$ cat src/rtl/e1ob_pkg.sv
// Purpose: Shared constants and types for the E1 transmit overhead-bit insertion block.
// Assumes: Register indices are word indices; byte address is four times the index.
// Notes: All stored values reset to zero, so nothing is inserted after reset.
package e1ob_pkg;

  // ****************************************************************
  // Register map
  // ****************************************************************
  localparam int unsigned ADR_W = 12;
  localparam int unsigned IDX_W = 10;
  localparam int unsigned DATA_W = 8;
  localparam int unsigned NUM_SRC = 8;
  localparam logic [IDX_W-1:0] IDX_INTL_ALIGN = 10'h0d2;
  localparam logic [IDX_W-1:0] IDX_INTL_NONALIGN = 10'h0d3;
  localparam logic [IDX_W-1:0] IDX_ALARM = 10'h0d4;
  localparam logic [IDX_W-1:0] IDX_NAT_BIT4 = 10'h0d5;
  localparam logic [IDX_W-1:0] IDX_NAT_BIT5 = 10'h0d6;
  localparam logic [IDX_W-1:0] IDX_NAT_BIT6 = 10'h0d7;
  localparam logic [IDX_W-1:0] IDX_NAT_BIT7 = 10'h0d8;
  localparam logic [IDX_W-1:0] IDX_NAT_BIT8 = 10'h0d9;
  localparam logic [IDX_W-1:0] IDX_CONTROL = 10'h0da;
  localparam logic [IDX_W-1:0] IDX_STATUS = 10'h0db;
  localparam logic [DATA_W-1:0] RST_VALUE = 8'h00;

  // ****************************************************************
  // Insertion-control fields
  // ****************************************************************
  localparam int unsigned CTL_NAT_BIT8 = 0;
  localparam int unsigned CTL_NAT_BIT7 = 1;
  localparam int unsigned CTL_NAT_BIT6 = 2;
  localparam int unsigned CTL_NAT_BIT5 = 3;
  localparam int unsigned CTL_NAT_BIT4 = 4;
  localparam int unsigned CTL_ALARM = 5;
  localparam int unsigned CTL_INTL_NONALIGN = 6;
  localparam int unsigned CTL_INTL_ALIGN = 7;

  // Status fields: last frame number and whether that bit was replaced
  localparam int unsigned STS_FRAME_LSB = 0;
  localparam int unsigned STS_INSERTED = 4;

  // ****************************************************************
  // Overhead bit positions offered by the framer
  // ****************************************************************
  typedef enum logic [2:0] {
    POS_INTL, POS_ALARM, POS_NAT_BIT4, POS_NAT_BIT5, POS_NAT_BIT6, POS_NAT_BIT7, POS_NAT_BIT8
  } e1ob_pos_t;

  // Source index s is register IDX_INTL_ALIGN + s, enabled by control bit 7 - s
  localparam int unsigned SRC_INTL_ALIGN = 0;
  localparam int unsigned SRC_INTL_NONALIGN = 1;
  localparam int unsigned SRC_ALARM = 2;
  localparam int unsigned SRC_NAT_BIT4 = 3;
  localparam int unsigned SRC_NAT_BIT8 = 7;
  localparam int unsigned NUM_REGS = 9;
  localparam e1ob_pos_t SRC_POS_TAB [0:NUM_SRC-1] = '{
    POS_INTL, POS_INTL, POS_ALARM, POS_NAT_BIT4, POS_NAT_BIT5, POS_NAT_BIT6, POS_NAT_BIT7,
    POS_NAT_BIT8
  };
  // Only the align-frame source lives in even frames
  localparam logic [NUM_SRC-1:0] SRC_ODD_TAB = 8'hfe;

endpackage

$ cat src/rtl/e1ob_src_sel.sv
// Purpose: One insertion source: decides whether it owns the offered bit and which value.
// Assumes: Frame number 0 to 15 within the multiframe; frame 0 is an align frame.
// Notes: Bit 7 of the stored value serves the first frame of its parity, bit 0 the last.
`timescale 1ns/1ps
module e1ob_src_sel #(
  parameter e1ob_pkg::e1ob_pos_t SRC_POS = e1ob_pkg::POS_INTL,
  parameter logic SRC_ODD = 1'b1
) (
  // Offered bit
  input wire logic ob_valid,
  input wire e1ob_pkg::e1ob_pos_t ob_pos,
  input wire logic [3:0] ob_frame,
  // Stored source
  input wire logic [7:0] src_values,
  input wire logic src_en,
  // Result
  output logic src_hit,
  output logic src_bit
);

  wire logic [2:0] slot;
  wire logic pos_match;

  // Frames of one parity descend from bit 7 to bit 0
  assign slot = ~ob_frame[3:1];
  assign pos_match = (ob_pos == SRC_POS) && (ob_frame[0] == SRC_ODD);
  assign src_hit = ob_valid && pos_match && src_en;
  assign src_bit = src_values[slot];

endmodule

$ cat src/rtl/e1ob_top.sv
// Purpose: E1 transmit overhead-bit insertion with a classic Wishbone register slave.
// Assumes: The transmit framer runs on clk_sys and offers one overhead bit in each cycle that valid is high.
// Notes: One cycle from offered bit to output; the bus answers one cycle after a request.
//
// Chosen here: the Wishbone interface to the registers.
`timescale 1ns/1ps
module e1ob_top (
  // Clock and reset
  input wire logic clk_sys,
  input wire logic arst_n,
  // Wishbone slave
  input wire logic wb_cyc_i,
  input wire logic wb_stb_i,
  input wire logic wb_we_i,
  input wire logic [11:0] wb_adr_i,
  input wire logic [3:0] wb_sel_i,
  input wire logic [31:0] wb_dat_i,
  output logic [31:0] wb_dat_o,
  output logic wb_ack_o,
  // Framer side: offered overhead bit
  input wire logic ob_valid_i,
  input wire logic [3:0] ob_frame_i,
  input wire e1ob_pkg::e1ob_pos_t ob_pos_i,
  input wire logic ob_bit_i,
  // Framer side: resulting overhead bit
  output logic ob_valid_o,
  output logic ob_bit_o,
  output logic ob_inserted_o
);

  // ****************************************************************
  // Register storage
  // ****************************************************************
  logic [7:0] regs_ff [0:e1ob_pkg::NUM_REGS-1];
  logic [7:0] status_ff;
  logic ack_ff;
  logic [31:0] rdata_ff;
  logic valid_out_ff;
  logic bit_out_ff;
  logic inserted_ff;

  logic [7:0] nxt_status;
  logic nxt_valid_out;
  logic nxt_bit_out;
  logic nxt_inserted;
  logic [31:0] nxt_rdata;

  // ****************************************************************
  // Bus decode
  // ****************************************************************
  wire logic [e1ob_pkg::IDX_W-1:0] bus_idx;
  wire logic bus_req;
  wire logic bus_take;
  wire logic bus_wr;
  wire logic [e1ob_pkg::IDX_W-1:0] reg_off;
  wire logic in_store;
  wire logic is_status;
  wire logic [3:0] reg_sel;
  wire logic [7:0] rd_byte;

  // Byte lanes 1 to 3 carry nothing; only lane 0 reaches the registers
  assign bus_idx = wb_adr_i[11:2];
  assign bus_req = wb_cyc_i && wb_stb_i;
  // A request is taken once; ack falls in the cycle after it was given
  assign bus_take = bus_req && !ack_ff;
  assign bus_wr = bus_take && wb_we_i && wb_sel_i[0];
  assign reg_off = bus_idx - e1ob_pkg::IDX_INTL_ALIGN;
  assign in_store = (bus_idx >= e1ob_pkg::IDX_INTL_ALIGN) && (bus_idx <= e1ob_pkg::IDX_CONTROL);
  assign is_status = (bus_idx == e1ob_pkg::IDX_STATUS);
  assign reg_sel = reg_off[3:0];
  // Unmapped addresses read as zero and ignore writes
  assign rd_byte = in_store ? regs_ff[reg_sel] : (is_status ? status_ff : 8'h00);
  assign nxt_rdata = {24'h000000, rd_byte};

  // ****************************************************************
  // Register file
  // ****************************************************************
  genvar r;
  generate
    for (r = 0; r < e1ob_pkg::NUM_REGS; r = r + 1) begin : g_reg
      always_ff @(posedge clk_sys or negedge arst_n) begin
        if (!arst_n) begin
          regs_ff[r] <= e1ob_pkg::RST_VALUE;
        end else if (bus_wr && in_store && (reg_sel == 4'(r))) begin
          regs_ff[r] <= wb_dat_i[7:0];
        end
      end
    end
  endgenerate

  always_ff @(posedge clk_sys or negedge arst_n) begin
    if (!arst_n) begin
      ack_ff <= 1'b0;
      rdata_ff <= 32'h00000000;
    end else begin
      ack_ff <= bus_take;
      rdata_ff <= bus_take ? nxt_rdata : 32'h00000000;
    end
  end

  assign wb_ack_o = ack_ff;
  assign wb_dat_o = rdata_ff;

  // ****************************************************************
  // Insertion sources
  // ****************************************************************
  wire logic [7:0] ctrl;
  wire logic [e1ob_pkg::NUM_SRC-1:0] src_hit;
  wire logic [e1ob_pkg::NUM_SRC-1:0] src_bit;
  wire logic any_hit;
  wire logic ins_bit;

  // Control is the last stored word. A write applies from the next offer on, not at
  // a multiframe boundary, so software should change it between multiframes.
  assign ctrl = regs_ff[e1ob_pkg::NUM_REGS-1];

  genvar s;
  generate
    for (s = 0; s < e1ob_pkg::NUM_SRC; s = s + 1) begin : g_src
      // Source s is enabled by control bit 7 - s
      e1ob_src_sel #(
        .SRC_POS(e1ob_pkg::SRC_POS_TAB[s]),
        .SRC_ODD(e1ob_pkg::SRC_ODD_TAB[s])
      ) u_sel (
        .ob_valid(ob_valid_i),
        .ob_pos(ob_pos_i),
        .ob_frame(ob_frame_i),
        .src_values(regs_ff[s]),
        .src_en(ctrl[e1ob_pkg::NUM_SRC-1-s]),
        .src_hit(src_hit[s]),
        .src_bit(src_bit[s])
      );
    end
  endgenerate

  // At most one source can own a position in a given frame
  assign any_hit = |src_hit;
  assign ins_bit = |(src_hit & src_bit);
  // Even-frame alarm and national positions are frame alignment bits and never hit
  assign nxt_bit_out = any_hit ? ins_bit : ob_bit_i;
  assign nxt_valid_out = ob_valid_i;
  assign nxt_inserted = ob_valid_i && any_hit;
  assign nxt_status = ob_valid_i ? {3'b000, any_hit, ob_frame_i} : status_ff;

  // ****************************************************************
  // Output stage
  // ****************************************************************
  always_ff @(posedge clk_sys or negedge arst_n) begin
    if (!arst_n) begin
      valid_out_ff <= 1'b0;
      bit_out_ff <= 1'b0;
      inserted_ff <= 1'b0;
      status_ff <= e1ob_pkg::RST_VALUE;
    end else begin
      valid_out_ff <= nxt_valid_out;
      bit_out_ff <= nxt_bit_out;
      inserted_ff <= nxt_inserted;
      status_ff <= nxt_status;
    end
  end

  // Registered outputs: the framer gets its bit back exactly one cycle after the offer
  assign ob_valid_o = valid_out_ff;
  assign ob_bit_o = bit_out_ff;
  assign ob_inserted_o = inserted_ff;

  // Independent expected bit per source, from the frame number
  wire logic [2:0] ast_slot;
  logic [7:0] ast_exp;
  assign ast_slot = 3'd7 - ob_frame_i[3:1];
  always_comb begin
    for (int k = 0; k < 8; k++) begin
      ast_exp[k] = regs_ff[k][ast_slot];
    end
  end

  // Each stored register takes lane 0 at the taking edge and reads back unchanged
  genvar q;
  generate
    for (q = 0; q < e1ob_pkg::NUM_REGS; q = q + 1) begin : g_ast_reg

    end
  endgenerate
endmodule

$ cat config.mk
export PLATFORM = sky130hd
export DESIGN_NAME = e1ob_top
export DESIGN_NICKNAME = d
export VERILOG_FILES = /design/src/rtl/e1ob_pkg.sv /design/src/rtl/e1ob_src_sel.sv /design/src/rtl/e1ob_top.sv
export SDC_FILE = /design/constraint.sdc
export NUM_CORES = 1
export LEC_CHECK = 0
export BUFFER_PORTS_ARGS = -buffer_cell sky130_fd_sc_hd__buf_2
export CORE_UTILIZATION = 25
export CTS_CLUSTER_DIAMETER = 100
export DETAILED_ROUTE_END_ITERATION = 10
export GPL_ROUTABILITY_DRIVEN = 0
export PLACE_DENSITY_LB_ADDON = 0.1
export SKIP_CTS_REPAIR_TIMING = 1
export SLEW_MARGIN = 20
export SYNTH_ARGS = -nofsm -noshare
export SYNTH_HDL_FRONTEND = slang
export SYNTH_HIERARCHICAL = 1
export SYNTH_SLANG_ARGS = --single-unit
$ cat constraint.sdc
create_clock -name clk_sys -period 2.3 [get_ports clk_sys]
set_input_delay 0.115 -clock clk_sys [delete_from_list [all_inputs] [get_ports clk_sys]]
set_output_delay 0.115 -clock clk_sys [all_outputs]
set_load 0.02 [all_outputs]
Word-level counts from Yosys, hierarchy flattened. Index checks and enable logic that the tools add are counted.

Flip-flop bits (word level): 89. Logic and storage cells: 107.

Equal/unequal tests: 15. Reduce and logical (&&, ||, !) cells: 45. Magnitude comparators: 4. Add/subtract/negate cells: 1. Multiplexer cells: 23. Bitwise logic cells: 4.

Operators by type and width (count): logical AND 1 bit (40); binary-select mux 8 bit (select 4 bit) (1); two-way mux 8 bit (4); binary-select mux 1 bit (select 3 bit) (8); == test 4 x 3 -> 1 bit, second input constant (4); OR reduction 8 bit (2); == test 10 x 8 -> 1 bit, second input constant (1); greater-or-equal comparator 10 x 8 -> 1 bit, second input constant (1); less-or-equal comparator 10 x 8 -> 1 bit, second input constant (1); == test 3 bit, second input constant (3); two-way mux 1 bit (9); bitwise AND 8 bit (1); == test 4 x 2 -> 1 bit, second input constant (2); == test 3 x 2 -> 1 bit, second input constant (2); greater-or-equal comparator 5 bit, second input constant (1); two-way mux 5 bit (1); inverter 4 -> 5 bit (1); == test 4 x 1 -> 1 bit, second input constant (1); == test 4 bit, second input constant (1); logical NOT 4 bit (1); < comparator 3 x 4 -> 1 bit, second input constant (1); subtractor 4 x 2 -> 4 bit, second input constant (1); == test 3 x 1 -> 1 bit, second input constant (1); logical NOT 3 bit (1); 3 further kinds (3).

Longest topological paths before layout.
Depth in word-level cells: 7. Gate-level depth with buffers: 10. Mapped depth without buffers: 6.

Hierarchy. Netlist, hierarchy kept.

Modules (own cells, without submodules): e1ob_top (instances 1, cells an instance 325, seq. area each 2227.1 µm², area each 4428.0 µm²); e1ob_src_sel at g_src[0].u_sel ... (instances 4, cells an instance 5, seq. area each 0.0 µm², area each 80.1 µm²); e1ob_src_sel at g_src[4].u_sel ... (instances 3, cells an instance 5, seq. area each 0.0 µm², area each 77.6 µm²); e1ob_src_sel at g_src[1].u_sel (instances 1, cells an instance 5, seq. area each 0.0 µm², area each 82.6 µm²).

Least setup slack after synthesis. OpenSTA, ideal clock, no wires.

Kind: input to register. From: input wb_adr_i[3]. To: register regs_ff[16] in the netlist's numbering. Library setup time: 0.125 ns. Stages on the path: 10. Data arrival time: 2.502 ns. Path buffers: 4. Required time: 2.175 ns. Setup slack: -0.327 ns. Cell sequence: buf_2 > buf_1 > inv_1 > ha_1 > xor2_2 > or3_1 > buf_6 > or3b_4 > buf_6 > mux2_4.

Longest elaborated chain between the ends: 4. Elaborated cells on any way between the ends: 7.

RTL lines: from (decl) (RTL line e1ob_top.sv:15) `input wire logic [11:0] wb_adr_i,`; greater-or-equal comparator 10 x 8 -> 1 bit / less-or-equal comparator 10 x 8 -> 1 bit (equally long branches) (RTL line e1ob_top.sv:68) `assign in_store = (bus_idx >= e1ob_pkg::IDX_INTL_ALIGN) && (bus_idx <= e1ob_pkg::IDX_CONTROL);`; logical AND 1 bit (RTL line e1ob_top.sv:68); logical AND 1 bit (RTL line e1ob_top.sv:84) `end else if (bus_wr && in_store && (reg_sel == 4'(r))) begin`; logical AND 1 bit * (RTL line e1ob_top.sv:84); to (signal, indexed assignment) (RTL line e1ob_top.sv:83) `regs_ff[r] <= e1ob_pkg::RST_VALUE;`; to (signal, indexed assignment) (RTL line e1ob_top.sv:85) `regs_ff[r] <= wb_dat_i[7:0];`; to (decl) (RTL line e1ob_top.sv:34) `logic [7:0] regs_ff [0:e1ob_pkg::NUM_REGS-1];`.

Every way passes the cells marked *; elsewhere a longest branch is shown, timed or not. A chain may end at the register's enable or synchronous reset.

Final worst setup path.
From: register ack_ff, in the netlist wb_ack_o. To: register regs_ff (netlist bit ctrl[3]).

Longest elaborated chain between the ends: 6.

RTL lines: from (decl) (RTL line e1ob_top.sv:36) `logic ack_ff;`; from (signal assigned) (RTL line e1ob_top.sv:96) `ack_ff <= bus_take;`; logical NOT 1 bit (RTL line e1ob_top.sv:65) `assign bus_take = bus_req && !ack_ff;`; logical AND 1 bit (RTL line e1ob_top.sv:65); named net bus_take (RTL line e1ob_top.sv:53) `wire logic bus_take;`; logical AND 1 bit (2 in series) (RTL line e1ob_top.sv:66) `assign bus_wr = bus_take && wb_we_i && wb_sel_i[0];`; logical AND 1 bit (2 in series) (RTL line e1ob_top.sv:84).

The timed path passes the listed nets, and every way through them passes these cells.

==> flow_metrics.tcl <==
set metrics [dict create \
    grt_max_degree 56 \
    slew_violations 0 \
    timing.hold.ws_ps 35.5 \
    synth_edf_count 0 \
    reg2regPathDepth 6 \
    grt_overflow_total 0 \
    yosys.area.top_type "sky130_fd_sc_hd__dfrtp_1" \
    worstHoldPathType "primary input to register" \
    tightestPinTransition_ps 511 \
    die_height_um 144 \
    floorplan.initialDensity 0.258 \
    core_area_mm2 0.0197 \
    final.min_clock_period_ps 2070 \
    post-route-drc-count 0 \
    clkTransAtPathRegs_ps 70 \
    synthesis.area_mm2 0.00506 \
    min-delay-start "ob_bit_i" \
    criticalPathCategory "register to register" \
    critical_path.endpoint_type "register" \
    synthArstFlopShare 1.00 \
    period_share 0.899 \
    nNetsFinal 494 \
    min_to "ob_bit_o$_DFF_PN0_" \
    grt_pass1_vias 3336 \
    grt_most_used_layer "met2" \
    floorplan.die.width_um 144 \
    synth-warning-count 6 \
    fmaxAchievable_ghz 0.484 \
    hold_path_depth 3 \
    cts_num_sinks 89 \
    yosys_register_bits 89 \
    synthAdderAreaFrac 0.00494 \
    syn_avg_cell_area_um2 13.9 \
    worstPathCellList "nand3b_1, inv_1, nand4_1, nor4_4, buf_4, mux2_2" \
    run_status "finished clean" \
    timing.critical_path.fanout_max 8 \
    cts_root_buffer "sky130_fd_sc_hd__clkbuf_16" \
    relative_area_change_from_synthesis_to_final_layout_pct 18.4 \
    dr.pass1.iters 6 \
    synth.top_cells.by_area "sky130_fd_sc_hd__dfrtp_1 (44%), sky130_fd_sc_hd__mux2_2 (17%), sky130_fd_sc_hd__mux4_1 (8.3%)" \
    design.die.area_mm2 0.0208 \
    via_count 3313 \
    synth-simple-area-share 0.111 \
    critPathLaunchType "register" \
    r2r-end "ctrl[3]$_DFFE_PN0P_" \
    antenna_found_initial 0 \
    fin_setup_tns_ps 0 \
    synth_top_flop_cell "sky130_fd_sc_hd__dfrtp_1" \
    fp-row-count 51 \
    io_buffer_count 44 \
    powerDensity_mw_per_mm2 583 \
    vdd.ir_drop.worst_uv 344 \
    synth_top_area_share 0.440 \
    share_of_final_layout_standard_cells_stronger_than_drive_strength_1 0.445 \
    r2r-start "wb_ack_o$_DFF_PN0_" \
    antenna_cells_inserted 0 \
    num_io_pins 98 \
    cts_htree_levels 3 \
    clk_path_buf_depth 2 \
    power.leakage_nw 2.84 \
    vias_per_cell 4.74 \
    timing.final.setup_violations 0 \
    final-hold-violation-count 0 \
    final_antenna_net_count 0 \
    synthMuxAreaShare 0.347 \
    critical_path_required_ps 2540 \
    detailedPlacementHpwl_um 10400 \
    fin_worst_skew_ps 7.98 \
    setup_repair_after_global_routing_missed_its_margin "no" \
    post_synth_inst_count 365 \
    synth_top_family_by_area "multiplexers" \
    first_iter_violations 174 \
    crit_path_dat_ps 2300 \
    p_total_mw 3.50 \
    worst_path_max_delay_cell "sky130_fd_sc_hd__dfrtp_1" \
    tritoncts.num_buffers 9 \
    grt_pass1_wl_um 21400 \
    worstSkewPairLatency_ps 350 \
    synth_cell_type_count 47 \
    ff2ff_setup_slack_ps 230 \
    m3_gr_usage 0.0311 \
    timing.max_cap.violations 0 \
    drt-wirelength-per-cell_um 20.4 \
    crit_path_max_incr_delay_ps 370 \
    ys_seq_area_frac 0.440 \
    wirelength_um 14200 \
    cts_tree "yes" \
    synth_compound_gate_area_share 0.0366 \
    timing.max_slew.rel_slack 0.659 \
    grt.met2_usage 0.230 \
    grt.met1_usage 0.198 \
    fillCellCount 2043 \
    yosys.area_share.xor_xnor 0.00667 \
    track_usage 0.145 \
]
where the power goes:
part	internal (mW)	leakage, nW	switching (mW)
Combinational	0.106	1.47	0.214
Clock	0.947	0.149	0.646
Sequential	1.58	1.23	0.00702
cell usage after synthesis, types with 2 or more instances:
| master | number |
|---|---|
| sky130_fd_sc_hd__a21oi_1 | 8 |
| sky130_fd_sc_hd__buf_6 | 3 |
| sky130_fd_sc_hd__ha_1 | 2 |
| sky130_fd_sc_hd__buf_4 | 24 |
| sky130_fd_sc_hd__mux4_1 | 16 |
| sky130_fd_sc_hd__mux2_4 | 8 |
| sky130_fd_sc_hd__or2_2 | 3 |
| sky130_fd_sc_hd__a221oi_1 | 2 |
| sky130_fd_sc_hd__nor3_2 | 2 |
| sky130_fd_sc_hd__nand2_1 | 21 |
| sky130_fd_sc_hd__and3_1 | 6 |
| sky130_fd_sc_hd__xnor2_1 | 2 |
| sky130_fd_sc_hd__o31ai_1 | 5 |
| sky130_fd_sc_hd__mux2_2 | 76 |
| sky130_fd_sc_hd__a31oi_1 | 2 |
| sky130_fd_sc_hd__nor4_1 | 4 |
| sky130_fd_sc_hd__nor2_1 | 5 |
| sky130_fd_sc_hd__clkbuf_1 | 6 |
| sky130_fd_sc_hd__nand4_1 | 4 |
| sky130_fd_sc_hd__nand4b_1 | 3 |
| sky130_fd_sc_hd__nand2b_1 | 3 |
| sky130_fd_sc_hd__nor3_1 | 9 |
| sky130_fd_sc_hd__inv_1 | 3 |
| sky130_fd_sc_hd__nand4bb_1 | 3 |
| sky130_fd_sc_hd__nand3b_1 | 2 |
| sky130_fd_sc_hd__a22o_1 | 2 |
| sky130_fd_sc_hd__dfrtp_1 | 89 |
| sky130_fd_sc_hd__mux4_2 | 16 |
| sky130_fd_sc_hd__nor3b_1 | 11 |
| sky130_fd_sc_hd__buf_2 | 4 |
| sky130_fd_sc_hd__nor2b_1 | 2 |
| sky130_fd_sc_hd__a311oi_1 | 3 |
| sky130_fd_sc_hd__or2b_1 | 2 |
cells by family (layout without fill, tap and decap cells):
family,Yosys count,in the layout
flip-flops,89,89
multiplexers,116,116
buffers and inverters,41,87
AND/OR/NAND/NOR,88,88
XOR/XNOR,3,3
adder cells (fa/ha/maj),2,2
AO/OA/AOI/OAI,25,25
other,1,24
worst max-delay path by stage:
stage / startpoint / to / cells past startpoint
floorplan: wb_adr_i[3] / regs_ff[16]$_DFFE_PN0P_ / 10
finish: wb_ack_o$_DFF_PN0_ / ctrl[3]$_DFFE_PN0P_ / 6
detailed placement: wb_adr_i[3] / regs_ff[52]$_DFFE_PN0P_ / 9
CTS: wb_ack_o$_DFF_PN0_ / ctrl[3]$_DFFE_PN0P_ / 6
global placement: wb_adr_i[2] / regs_ff[56]$_DFFE_PN0P_ / 6
global route: wb_ack_o$_DFF_PN0_ / ctrl[7]$_DFFE_PN0P_ / 6
metrics by stage:
step                      utilization  cell area [µm²]  setup slack, ps  instances
after CTS                       0.305             5990              241        698
after floorplan                     -             5160             9.49        388
after global placement          0.289             5680              115        683
after global routing            0.305             6000              142        699
after detailed placement        0.289             5680             89.9        683
final                           0.305             6000              233        699
flip-flops by register name (all words and copies together), names as in the netlist:
name,count
regs_ff,64
ctrl,8
wb_dat_o,8
status_ff,5
ob_bit_o,1
ob_inserted_o,1
ob_valid_o,1
wb_ack_o,1
layer usage:
layer | part of all wire | up-vias
met3 | 0.044 | 13
met1 | 0.47 | 1711
met4 | 0.0098 | 0
met5 | 0 | -
met2 | 0.47 | 93
li1 | - | 1496
layout by cell type (no fill, tap or decap), drive strengths merged, types with 4 or more instances in the layout:
| cell | instances |
|---|---|
| clkbuf | 10 |
| nand2 | 21 |
| nor4 | 5 |
| a21oi | 8 |
| o31ai | 5 |
| mux2 | 84 |
| nand4 | 4 |
| mux4 | 32 |
| nor3b | 12 |
| conb | 24 |
| and3 | 6 |
| nor2 | 5 |
| dfrtp | 89 |
| nor3 | 11 |
| buf | 68 |
area by class of cell:
class	instances	area (µm²)	area share
multi-input combinational	258	2650	0.443
sequential	89	2230	0.371
timing repair buffer	69	463	0.0772
tap	265	332	0.0553
clock buffer	10	229	0.0382
clock inverter	5	81.3	0.0136
inverter	3	11.3	0.00188
critical path, delay by kind of cell, from the launching register on:
kind | cells | cell delay [ps]
buffers and inverters | 2 | 370
DFF | 1 | 370
muxes | 1 | 350
and+or+nand+nor | 3 | 860
Note: power is estimated with default switching activity, not from simulation.
